==> src/hdl/ico_pkg.sv <==
// What this block does
// Two scratch bytes, no hardware effect
// Pattern location from high bits and low
// Location picks 2KB block in 4MB
// Icon lower 1KB, cursor upper 1KB
// Cursor enable bit 7, resets off
// Icon enable bit 7, control resets zero
// Icon double-size select in bit 6
// Three icon colour bytes
// Icon X start eleven bits
// Icon Y start eleven bits
// Cursor X eleven bits, reset zero
// X select clear: full X position
// X select set: low five clipped
// Cursor Y eleven bits, reset zero
// Y select clear: full Y position
// Y select set: low five clipped
// Cursor colours expanded to 24 bits
// Fore and back colour bytes, reset zero
// Expand components by bit repetition
// Reserved bits read zero, ignore writes
`default_nettype none
package ico_pkg;
  localparam logic [7:0] IDX_SCRATCH_THREE  = 8'h74;
  localparam logic [7:0] IDX_SCRATCH_FOUR   = 8'h75;
  localparam logic [7:0] IDX_PAT_LOW        = 8'h80;
  localparam logic [7:0] IDX_CUR_EN_PAT_HI  = 8'h81;
  localparam logic [7:0] IDX_ICON_CONTROL   = 8'h82;
  localparam logic [7:0] IDX_ICON_RESERVED  = 8'h83;
  localparam logic [7:0] IDX_ICON_COLOUR_1  = 8'h84;
  localparam logic [7:0] IDX_ICON_COLOUR_2  = 8'h85;
  localparam logic [7:0] IDX_ICON_COLOUR_3  = 8'h86;
  localparam logic [7:0] IDX_CUR_X_LOW      = 8'h88;
  localparam logic [7:0] IDX_CUR_X_HIGH     = 8'h89;
  localparam logic [7:0] IDX_CUR_Y_LOW      = 8'h8a;
  localparam logic [7:0] IDX_CUR_Y_HIGH     = 8'h8b;
  localparam logic [7:0] IDX_CUR_FORE       = 8'h8c;
  localparam logic [7:0] IDX_CUR_BACK       = 8'h8d;
  localparam logic [7:0] IDX_ICON_X_LOW     = 8'h90;
  localparam logic [7:0] IDX_ICON_X_HIGH    = 8'h91;
  localparam logic [7:0] IDX_ICON_Y_LOW     = 8'h92;
  localparam logic [7:0] IDX_ICON_Y_HIGH    = 8'h93;
  localparam int        ON_BIT             = 7;
  localparam int        DOUBLE_BIT         = 6;
  localparam int        EDGE_BIT           = 3;
  localparam logic [7:0] HIGH3_MASK         = 8'h07;
  localparam logic [7:0] CUR_HIGH_MASK      = 8'h0f;
  localparam logic [7:0] CUR_EN_HIGH_MASK   = 8'h87;
  localparam logic [7:0] ICON_CTRL_MASK     = 8'hc0;
  localparam logic [7:0] RESET_ZERO         = 8'h00;
  localparam int        BLOCK_ADDR_BITS    = 11;
  localparam int        BLOCK_OFFSET_BITS  = 11;
  localparam int        MEM_ADDR_BITS      = 22;
  localparam int        HALF_OFFSET_BITS   = 10;
  localparam int        CLIP_BITS          = 5;
  localparam logic [5:0] ICON_SIZE_NORMAL  = 6'h3f;
endpackage : ico_pkg
`default_nettype wire

==> src/hdl/ico_colour_if.sv <==
`timescale 1ns/100ps
`default_nettype none
interface ico_colour_if;
  logic [7:0]  packed_332;
  logic [23:0] rgb_888;
  modport src (output packed_332, input rgb_888);
  modport exp (input packed_332, output rgb_888);
endinterface : ico_colour_if
`default_nettype wire

==> src/hdl/ico_colour_expand.sv <==
`timescale 1ns/100ps
`default_nettype none
// Purely combinational; the top registers the result
module ico_colour_expand (
  ico_colour_if.exp col
);
  logic [2:0] red;
  logic [2:0] grn;
  logic [1:0] blu;
  assign red = col.packed_332[7:5];
  assign grn = col.packed_332[4:2];
  assign blu = col.packed_332[1:0];
  assign col.rgb_888 = {red, red, red[2:1],
                        grn, grn, grn[2:1],
                        blu, blu, blu, blu};
endmodule // ico_colour_expand
`default_nettype wire

==> src/hdl/ico_overlay_regs.sv <==
`timescale 1ns/100ps
`default_nettype none
// Indexed register bank for the icon and cursor overlays.
// A write with wr_en_in stores data_in at index_in; read_data_out
// shows the addressed register one clock after the index is given.
module ico_overlay_regs (
  input  wire logic        clk_in,
  input  wire logic        rstn_in,
  input  wire logic [7:0]  index_in,
  input  wire logic        wr_en_in,
  input  wire logic [7:0]  data_in,
  output logic      [7:0]  read_data_out,
  output logic      [21:0] icon_base_out,
  output logic      [21:0] cursor_base_out,
  output logic             cursor_on_out,
  output logic             icon_on_out,
  output logic             icon_double_out,
  output logic      [6:0]  icon_size_out,
  output logic      [23:0] icon_colours_out,
  output logic      [10:0] icon_x_out,
  output logic      [10:0] icon_y_out,
  output logic      [10:0] cursor_x_out,
  output logic      [10:0] cursor_y_out,
  output logic             cursor_x_clip_out,
  output logic             cursor_y_clip_out,
  output logic      [4:0]  cursor_x_skip_out,
  output logic      [4:0]  cursor_y_skip_out,
  output logic      [23:0] cursor_fore_rgb_out,
  output logic      [23:0] cursor_back_rgb_out
);

  logic [7:0] scratch_three_r;
  logic [7:0] scratch_four_r;
  logic [7:0] pattern_location_low_r;
  logic [2:0] pattern_high_r;
  logic       cursor_on_bit_r;
  logic       icon_on_bit_r;
  logic       icon_double_bit_r;
  logic [7:0] icon_colour_r [3];
  logic [7:0] icon_x_low_r;
  logic [2:0] icon_x_high_r;
  logic [7:0] icon_y_low_r;
  logic [2:0] icon_y_high_r;
  logic [7:0] cursor_x_low_r;
  logic [2:0] cursor_x_upper_bits_r;
  logic       cursor_x_edge_select_r;
  logic [7:0] cursor_y_low_r;
  logic [2:0] cursor_y_upper_bits_r;
  logic       cursor_y_edge_select_r;
  logic [7:0] cursor_fore_colour_r;
  logic [7:0] cursor_back_colour_r;
  logic [7:0] read_nxt;
  logic [10:0] pattern_loc;

  function automatic logic hit(input logic [7:0] idx,
                               input logic [7:0] want);
    hit = (idx == want);
  endfunction

  function automatic logic wr_hit(input logic       we,
                                  input logic [7:0] idx,
                                  input logic [7:0] want);
    wr_hit = we && hit(idx, want);
  endfunction

  // Every 11-bit field is a three-bit high part over a full low byte
  function automatic logic [10:0] join11(input logic [2:0] hi,
                                         input logic [7:0] lo);
    join11 = {hi, lo};
  endfunction

  // A clipped axis has no position, only a count of hidden pixels
  function automatic logic [10:0] axis_pos(input logic       clip,
                                           input logic [2:0] hi,
                                           input logic [7:0] lo);
    axis_pos = clip ? 11'h000 : join11(hi, lo);
  endfunction

  function automatic logic [4:0] axis_skip(input logic       clip,
                                           input logic [7:0] lo);
    axis_skip = clip ? lo[4:0] : 5'h00;
  endfunction

  // Scratch bytes are never reset: contents undefined at power-on
  always_ff @(posedge clk_in) begin
    if (wr_hit(wr_en_in, index_in, ico_pkg::IDX_SCRATCH_THREE)) begin
      scratch_three_r <= data_in;
    end
    if (wr_hit(wr_en_in, index_in, ico_pkg::IDX_SCRATCH_FOUR)) begin
      scratch_four_r <= data_in;
    end
  end

  // Pattern location and icon data, undefined after power-on
  always_ff @(posedge clk_in) begin
    if (wr_hit(wr_en_in, index_in, ico_pkg::IDX_PAT_LOW)) begin
      pattern_location_low_r <= data_in;
    end
    if (wr_hit(wr_en_in, index_in, ico_pkg::IDX_CUR_EN_PAT_HI)) begin
      pattern_high_r <= data_in[2:0];
    end
  end

  // Icon start, like the pattern, is undefined until written
  always_ff @(posedge clk_in) begin
    if (wr_hit(wr_en_in, index_in, ico_pkg::IDX_ICON_X_LOW)) begin
      icon_x_low_r <= data_in;
    end
    if (wr_hit(wr_en_in, index_in, ico_pkg::IDX_ICON_X_HIGH)) begin
      icon_x_high_r <= data_in[2:0];
    end
    if (wr_hit(wr_en_in, index_in, ico_pkg::IDX_ICON_Y_LOW)) begin
      icon_y_low_r <= data_in;
    end
    if (wr_hit(wr_en_in, index_in, ico_pkg::IDX_ICON_Y_HIGH)) begin
      icon_y_high_r <= data_in[2:0];
    end
  end

  genvar gi;
  generate
    for (gi = 0; gi < 3; gi++) begin : g_icon_col
      always_ff @(posedge clk_in) begin
        if (wr_hit(wr_en_in, index_in,
                   8'(ico_pkg::IDX_ICON_COLOUR_1 + 8'(gi)))) begin
          icon_colour_r[gi] <= data_in;
        end
      end
    end
  endgenerate

  // Enables clear at reset so nothing is drawn from garbage state
  always_ff @(posedge clk_in) begin
    if (!rstn_in) begin
      cursor_on_bit_r <= 1'b0;
    end else begin
      if (wr_hit(wr_en_in, index_in, ico_pkg::IDX_CUR_EN_PAT_HI)) begin
        cursor_on_bit_r <= data_in[ico_pkg::ON_BIT];
      end
    end
  end

  // Zoom clears with the enable so a fresh icon shows at normal size
  always_ff @(posedge clk_in) begin
    if (!rstn_in) begin
      icon_on_bit_r     <= 1'b0;
      icon_double_bit_r <= 1'b0;
    end else begin
      if (wr_hit(wr_en_in, index_in, ico_pkg::IDX_ICON_CONTROL)) begin
        icon_on_bit_r     <= data_in[ico_pkg::ON_BIT];
        icon_double_bit_r <= data_in[ico_pkg::DOUBLE_BIT];
      end
    end
  end

  // Cursor starts unclipped at the top left corner
  always_ff @(posedge clk_in) begin
    if (!rstn_in) begin
      cursor_x_low_r         <= ico_pkg::RESET_ZERO;
      cursor_x_upper_bits_r  <= 3'h0;
      cursor_x_edge_select_r <= 1'b0;
    end else begin
      if (wr_hit(wr_en_in, index_in, ico_pkg::IDX_CUR_X_LOW)) begin
        cursor_x_low_r <= data_in;
      end
      if (wr_hit(wr_en_in, index_in, ico_pkg::IDX_CUR_X_HIGH)) begin
        cursor_x_upper_bits_r  <= data_in[2:0];
        cursor_x_edge_select_r <= data_in[ico_pkg::EDGE_BIT];
      end
    end
  end

  always_ff @(posedge clk_in) begin
    if (!rstn_in) begin
      cursor_y_low_r         <= ico_pkg::RESET_ZERO;
      cursor_y_upper_bits_r  <= 3'h0;
      cursor_y_edge_select_r <= 1'b0;
    end else begin
      if (wr_hit(wr_en_in, index_in, ico_pkg::IDX_CUR_Y_LOW)) begin
        cursor_y_low_r <= data_in;
      end
      if (wr_hit(wr_en_in, index_in, ico_pkg::IDX_CUR_Y_HIGH)) begin
        cursor_y_upper_bits_r  <= data_in[2:0];
        cursor_y_edge_select_r <= data_in[ico_pkg::EDGE_BIT];
      end
    end
  end

  always_ff @(posedge clk_in) begin
    if (!rstn_in) begin
      cursor_fore_colour_r <= ico_pkg::RESET_ZERO;
      cursor_back_colour_r <= ico_pkg::RESET_ZERO;
    end else begin
      if (wr_hit(wr_en_in, index_in, ico_pkg::IDX_CUR_FORE)) begin
        cursor_fore_colour_r <= data_in;
      end
      if (wr_hit(wr_en_in, index_in, ico_pkg::IDX_CUR_BACK)) begin
        cursor_back_colour_r <= data_in;
      end
    end
  end

  // Read mux; reserved bits and index 83h return zero
  always_comb begin
    read_nxt = ico_pkg::RESET_ZERO;
    case (index_in)
      ico_pkg::IDX_SCRATCH_THREE: read_nxt = scratch_three_r;
      ico_pkg::IDX_SCRATCH_FOUR:  read_nxt = scratch_four_r;
      ico_pkg::IDX_PAT_LOW:       read_nxt = pattern_location_low_r;
      ico_pkg::IDX_CUR_EN_PAT_HI:
        read_nxt = {cursor_on_bit_r, 4'h0, pattern_high_r};
      ico_pkg::IDX_ICON_CONTROL:
        read_nxt = {icon_on_bit_r, icon_double_bit_r, 6'h00};
      ico_pkg::IDX_ICON_COLOUR_1: read_nxt = icon_colour_r[0];
      ico_pkg::IDX_ICON_COLOUR_2: read_nxt = icon_colour_r[1];
      ico_pkg::IDX_ICON_COLOUR_3: read_nxt = icon_colour_r[2];
      ico_pkg::IDX_CUR_X_LOW:     read_nxt = cursor_x_low_r;
      ico_pkg::IDX_CUR_X_HIGH:
        read_nxt = {4'h0, cursor_x_edge_select_r,
                    cursor_x_upper_bits_r};
      ico_pkg::IDX_CUR_Y_LOW:     read_nxt = cursor_y_low_r;
      ico_pkg::IDX_CUR_Y_HIGH:
        read_nxt = {4'h0, cursor_y_edge_select_r,
                    cursor_y_upper_bits_r};
      ico_pkg::IDX_CUR_FORE:      read_nxt = cursor_fore_colour_r;
      ico_pkg::IDX_CUR_BACK:      read_nxt = cursor_back_colour_r;
      ico_pkg::IDX_ICON_X_LOW:    read_nxt = icon_x_low_r;
      ico_pkg::IDX_ICON_X_HIGH:   read_nxt = {5'h00, icon_x_high_r};
      ico_pkg::IDX_ICON_Y_LOW:    read_nxt = icon_y_low_r;
      ico_pkg::IDX_ICON_Y_HIGH:   read_nxt = {5'h00, icon_y_high_r};
      default:                    read_nxt = ico_pkg::RESET_ZERO;
    endcase
  end

  always_ff @(posedge clk_in) begin
    if (!rstn_in) begin
      read_data_out <= ico_pkg::RESET_ZERO;
    end else begin
      read_data_out <= read_nxt;
    end
  end

  // Block base = location * 2KB; icon lower half, cursor upper half
  assign pattern_loc = {pattern_high_r, pattern_location_low_r};

  ico_colour_if fore_if ();
  ico_colour_if back_if ();
  assign fore_if.packed_332 = cursor_fore_colour_r;
  assign back_if.packed_332 = cursor_back_colour_r;
  ico_colour_expand u_fore_expand (.col(fore_if.exp));
  ico_colour_expand u_back_expand (.col(back_if.exp));

  // Register outputs so the pixel pipeline sees clean flops
  always_ff @(posedge clk_in) begin
    if (!rstn_in) begin
      icon_base_out   <= 22'h00_0000;
      cursor_base_out <= 22'h00_0000;
    end else begin
      icon_base_out   <= {pattern_loc, 1'b0,
                          10'h000};
      cursor_base_out <= {pattern_loc, 1'b1,
                          10'h000};
    end
  end

  always_ff @(posedge clk_in) begin
    if (!rstn_in) begin
      cursor_on_out   <= 1'b0;
      icon_on_out     <= 1'b0;
      icon_double_out <= 1'b0;
      icon_size_out   <= 7'h00;
    end else begin
      cursor_on_out   <= cursor_on_bit_r;
      icon_on_out     <= icon_on_bit_r;
      icon_double_out <= icon_double_bit_r;
      // Displayed edge minus one: 63 normal, 127 zoomed
      icon_size_out   <= icon_double_bit_r
                         ? {ico_pkg::ICON_SIZE_NORMAL, 1'b1}
                         : {1'b0, ico_pkg::ICON_SIZE_NORMAL};
    end
  end

  // Until written, icon colours and start carry unknowns out
  always_ff @(posedge clk_in) begin
    if (!rstn_in) begin
      icon_colours_out <= 24'h00_0000;
      icon_x_out       <= 11'h000;
      icon_y_out       <= 11'h000;
    end else begin
      icon_colours_out <= {icon_colour_r[2], icon_colour_r[1],
                           icon_colour_r[0]};
      icon_x_out       <= join11(icon_x_high_r, icon_x_low_r);
      icon_y_out       <= join11(icon_y_high_r, icon_y_low_r);
    end
  end

  // Clipped cursor sits at the edge; only the skip count matters
  always_ff @(posedge clk_in) begin
    if (!rstn_in) begin
      cursor_x_out      <= 11'h000;
      cursor_x_clip_out <= 1'b0;
      cursor_x_skip_out <= 5'h00;
    end else begin
      cursor_x_out      <= axis_pos(cursor_x_edge_select_r,
                                    cursor_x_upper_bits_r,
                                    cursor_x_low_r);
      cursor_x_clip_out <= cursor_x_edge_select_r;
      cursor_x_skip_out <= axis_skip(cursor_x_edge_select_r,
                                     cursor_x_low_r);
    end
  end

  // Same scheme on the vertical axis, clipped at the top
  always_ff @(posedge clk_in) begin
    if (!rstn_in) begin
      cursor_y_out      <= 11'h000;
      cursor_y_clip_out <= 1'b0;
      cursor_y_skip_out <= 5'h00;
    end else begin
      cursor_y_out      <= axis_pos(cursor_y_edge_select_r,
                                    cursor_y_upper_bits_r,
                                    cursor_y_low_r);
      cursor_y_clip_out <= cursor_y_edge_select_r;
      cursor_y_skip_out <= axis_skip(cursor_y_edge_select_r,
                                     cursor_y_low_r);
    end
  end

  // Expansion is combinational; this flop keeps the outputs clean
  always_ff @(posedge clk_in) begin
    if (!rstn_in) begin
      cursor_fore_rgb_out <= 24'h00_0000;
      cursor_back_rgb_out <= 24'h00_0000;
    end else begin
      cursor_fore_rgb_out <= fore_if.rgb_888;
      cursor_back_rgb_out <= back_if.rgb_888;
    end
  end

endmodule // ico_overlay_regs
`default_nettype wire

==> config.mk <==
export PLATFORM = sky130hd
export DESIGN_NAME = ico_overlay_regs
export DESIGN_NICKNAME = d
export VERILOG_FILES = /design/src/hdl/ico_pkg.sv /design/src/hdl/ico_colour_if.sv /design/src/hdl/ico_colour_expand.sv /design/src/hdl/ico_overlay_regs.sv
export SDC_FILE = /design/constraint.sdc
export NUM_CORES = 1
export LEC_CHECK = 0
export BUFFER_PORTS_ARGS = -buffer_cell sky130_fd_sc_hd__buf_4
export CAP_MARGIN = 20
export CELL_PAD_IN_SITES_DETAIL_PLACEMENT = 0
export CELL_PAD_IN_SITES_GLOBAL_PLACEMENT = 1
export CORE_MARGIN = 4
export CORE_UTILIZATION = 25
export DETAILED_ROUTE_END_ITERATION = 10
export PLACE_DENSITY = 0.6
export SETUP_SLACK_MARGIN = 0.5
export SYNTH_ARGS = -nofsm -noshare
export SYNTH_HDL_FRONTEND = slang
export SYNTH_HIERARCHICAL = 1
export SYNTH_SLANG_ARGS = --single-unit
==> constraint.sdc <==
create_clock -name clk_in -period 3 [get_ports clk_in]
set_input_delay 0 -clock clk_in [delete_from_list [all_inputs] [get_ports clk_in]]
set_output_delay 0 -clock clk_in [all_outputs]
set_load 0.05 [all_outputs]
# After elaboration in Yosys (flattened, before gate mapping)
# Memories as Yosys holds them, arrays and structs flattened.
# Cells that the tools add are included.
# word_totals
reg_bits	271
latch_bits	0
mem_bits_rw	24
romBits	0
out_inout_bits	190
elab_cells	97
n_memories	1
# mem_list
name	depth	word_bits	rd	rd_ports_with_merged_regs	write_ports	line	source
icon_colour_r	3	8	3	0	1	ico_overlay_regs.sv:39	logic [7:0] icon_colour_r [3];
# classes
add_sub_neg	0
multipliers	0
div	0
magnitude_cmp	0
eq_ne	18
shift	0
n_mux	15
n_bitwise	1
n_reduce_logical	24
# ops
cell	n
case mux 8 bit (18 select lines)	1
equality test 8 bit (second input constant)	16
logical AND 1 bit	18
equality test 8 x 7 -> 1 bit (second input constant)	2
two-way mux 8 bit	2
OR reduction 8 bit	2
two-way mux 11 bit	1
two-way mux 1 bit	8
two-way mux 7 bit	1
two-way mux 2 bit	2
AND reduction 2 bit	2
OR reduction 2 bit	2
inverter 1 bit	1

# Logic depth before layout (Yosys ltp)
# logic_depth
word_depth	7
depth_mapped	7
ltp_nobuf	5

# Modules after synthesis
# The synthesis kept the hierarchy.
# modules_own_cells
mod	instances	cells_each	area_each_um2	seq_area_each_um2
ico_overlay_regs	1	763	9390.3	6095.8
ico_colour_expand	2	24	180.2	0.0

# Worst setup path after synthesis
# No wires, ideal clock.
# synth_path
kind	in2reg
startpoint	input port index_in[0]
endpoint	memory icon_colour_r[1][2], in the netlist icon_colour_r[0][10] (enable)
setup_ps	383
arrival_time_ps	1509
slack_ps	1108
cell_stages	5
path_buffers	3
cell_sequence	clkbuf_2 buf_2 buf_2 nand2_1 nor3_1
# synth_between
elab_chain_len	7
word_cells_on_any_way	18
# synth_rtl
element	line	source
start: declaration	ico_overlay_regs.sv:9	input wire logic [7:0] index_in,
equality test 8 bit	ico_overlay_regs.sv:57	hit = (idx == want);
logical AND 1 bit	ico_overlay_regs.sv:63	wr_hit = we && hit(idx, want);
two-way mux 1 bit	ico_overlay_regs.sv:124	if (wr_hit(wr_en_in, index_in,
two-way mux 1 bit (not written as such)	ico_overlay_regs.sv:126	icon_colour_r[gi] <= data_in;
OR reduction 8 bit (no line)	-	
two-way mux 2 bit (no line) / two-way mux 1 bit (equally long branches) (2 in a row)	-	
end: declaration	ico_overlay_regs.sv:39	
# Several ways; a longest one is shown, not always the timed one.

# Worst setup path in the final report
# layout_path
startpoint	input port index_in[1]
endpoint	memory icon_colour_r[2][1], in the netlist icon_colour_r[0][17] (enable)
# The elaborated chain is that of the path after synthesis.

==> impl_results.md <==
* Core ar. at 0.03865 mm²
* Worst-skew pair later-pin latency at 0.58 ns
* Leak at 0.004846 µW
* Placer Congestion at 0.8282
* CP endpoint kind: register
* Root buffer cell: clkbuf_16
* Min Tclk post-route at 2.322 ns
* Setup TNS at 0 ns
* Clock share of power at 46.5%
* Total grt overflow at 0
* Largest cells by area after synthesis: dfxtp_1 40%, edfxtp_1 22%, and2_1 8.7%
* Row count at 72
* Vias in the first global route at 6,189
* Setup violations, final at 0
* Global-route met3 utilization at 2.742%
* Vias/cell at 4.165
* CTS tree: done
* DRT Pass-1 Iters at 5
* Most frequent cell after synthesis: dfxtp_1
* Syn Std Cell Area at 0.009751 mm²
* Cells after Synth at 811
* Register area share after synthesis at 62.52%
* Hold Fails Final Rpt at 0
* TritonCTS Buffers at 31
* Crit path DAT at 2.57 ns
* Max Cap Viol at 0
* DIE AREA at 0.04223 mm²
* Antenna violations before repair at 0
* Met2 GRT Util at 20.62%
* Sw Ratio at 23.28%
* Cts repair resizes at 0
* Gr busiest metal: met2
* Peak VDD IR at 0.4335 mV
* WL/cell at 19.38 µm
* Die Span Y at 205.5 µm
* CTS H-Tree Depth at 1
* Layout cell share with drive strength beyond 1 at 26.26%
* Status: finished, final reports clean
* Post CTS Setup Buffer Count at 0
* Nets at 965
* First-pass GRT wire length at 41.76 mm
* Net Sw Power at 1833 µW
* Top_reg_cell synth: dfxtp_1
* Max Clk Rate at 430.7 MHz
* Max clock buf depth at 3
* CTS clk-pin slew, worst paths at 0.06 ns
* Ant diodes at 0
* Post-DP HPWL at 20.03 mm
* WS Path Type: input port to register
* Tcrit/Tclk final at 77.39%
* Synth area leader: dfxtp_1
* Tot GR Track Use at 13.22%
* DR vias at 6,201
* Relative slew slack at 37.97%
* Iter 0 DRT Violations at 482
* Post-synth EDFFs at 73
* Startpoint Class: input port
* Final wirelength at 28.86 mm
* Count of input and output buffers at 187
* Largest net degree at the start of global routing at 124
* IO Pins at 209
* #FFs+latches synth at 268
* Post-synthesis async set-or-reset flop share at 0%
* CP required at 3.24 ns
* Post-synth top cells: 195 x dfxtp_1, 135 x and2_1, 86 x buf_4
* RSZ-0062 raised after global routing: false
* Worst Max-Slew Pin Slew at 0.9285 ns
* Synth Warn # at 6
* Combinational power share at 5.8%
* Die W at 205.5 µm
* ANT nets after route at 0
* Crit Path Max Fanout at 27
* Synth top area share at 40.04%
* Post-route DRC at 0
* Initial Util at 25.23%
* Met1 usage in global routing at 18.56%
* Syn avg cell area at 12.02 µm²
* Min-delay worst type: input port to register
* Sink Count at 268
* Fin Clk Skew at 0.03125 ns
* Total power at 7874 µW
* Final core occ at 31.76%
* Fin. max-slew vios at 0
* PwrDens at 641.5 mW/mm²
* Yosys cell types at 51
* Power Internal at 6041 µW
* Sequential share of power at 47.6%
* Synth-to-layout area growth at 25.87%
-- layout by cell type (no fill, tap or decap), types with 18 or more instances in the layout --
cell type	n
and2_1	135
and3_1	19
buf_4	191
clkbuf_16	31
conb_1	21
dfxtp_1	195
edfxtp_1	73
mux2i_1	50
nand2_1	33
nand3_1	18
nor2b_1	38
-- path summary, 6_finish.rpt --
kind	start	end	slack, ns	cells past startpoint
min reg2reg	icon_colour_r[0][15]$_DFFE_PP_	icon_colours_out[15]$_SDFF_PN0_	0.47	1
min	index_in[7]	read_data_out[4]$_SDFF_PN0_	0.06	5
max reg2reg	pattern_location_low_r[1]$_DFFE_PP_	read_data_out[1]$_SDFF_PN0_	1.23	5
max	index_in[1]	icon_colour_r[0][17]$_DFFE_PP_	0.68	6
-- flip-flops by register name (all words and copies together) (netlist names), 8 cells and up --
name                    cells
cursor_fore_rgb_out        24
cursor_y_low_r              8
cursor_fore_colour_r        8
scratch_three_r             8
scratch_four_r              8
pattern_location_low_r      8
cursor_y_out               11
icon_y_low_r                8
icon_x_low_r                8
cursor_x_low_r              8
icon_y_out                 11
icon_colour_r              24
cursor_x_out               11
icon_colours_out           24
cursor_back_rgb_out        24
back_if.packed_332          8
cursor_base_out            12
read_data_out               8
icon_x_out                 11
-- per-stage QoR --
stage	cell area, µm²	worst slack [ns]	hold slack (ns)	cells
floorplan	9826	1.108	0.02772	831
global placement	11110	0.7150	0.4015	1414
detailed placement	11110	0.6550	0.4004	1414
CTS	12270	0.7382	0.01781	1489
global route	12270	0.5887	0.06800	1489
finish	12270	0.6784	0.05845	1489
-- critical path: stages --
cell and delay, ns:
dlygate4sd3_1 0.53, buf_4 0.36, nor2b_1 0.80, nand2_1 0.17, nor2_1 0.27, and2_1 0.41
-- cells by family after synthesis --
group | after synthesis | synth area share (%)
and+or+nand+nor | 282 | 17.05
DFF | 268 | 62.52
buffers and inverters | 128 | 8.443
AOI/OAI and AO/OA | 72 | 5.197
muxes | 60 | 6.750
other | 1 | 0.03846
-- area by class of cell --
| type | instances | area, µm² |
|---|---|---|
| multi-input combinational | 435 | 2907 |
| sequential | 268 | 6096 |
| clock buffer | 40 | 819.5 |
| tap | 518 | 648.1 |
| inverter | 1 | 3.754 |
| clock inverter | 18 | 175.2 |
| timing repair buffer | 209 | 1624 |
| fill | 3898 | 26370 |
-- metal layers --
layer	up-vias	wire length [µm]
met2	207	13000
met3	36	1722
met4	0	773
li1	2949	-
met1	3009	13360
met5	-	0
-- power by group through the flow --
stage | logic (µW) | clock network (µW) | registers (µW)
3_3_place_gp | 441 | 0 | 3830
5_1_grt | 482 | 3940 | 3750
2_1_floorplan | 235 | 0 | 3910
6_report | 457 | 3670 | 3750
4_1_cts | 461 | 3790 | 3750
3_5_place_dp | 443 | 0 | 3830
-- timing repair --
item | in CTS | in global routing
hold buffers | 17 | 0
hold endpoints to repair | 164 | 0
setup endpoints to repair | 0 | 0
Power figures use the tool's default switching activity.
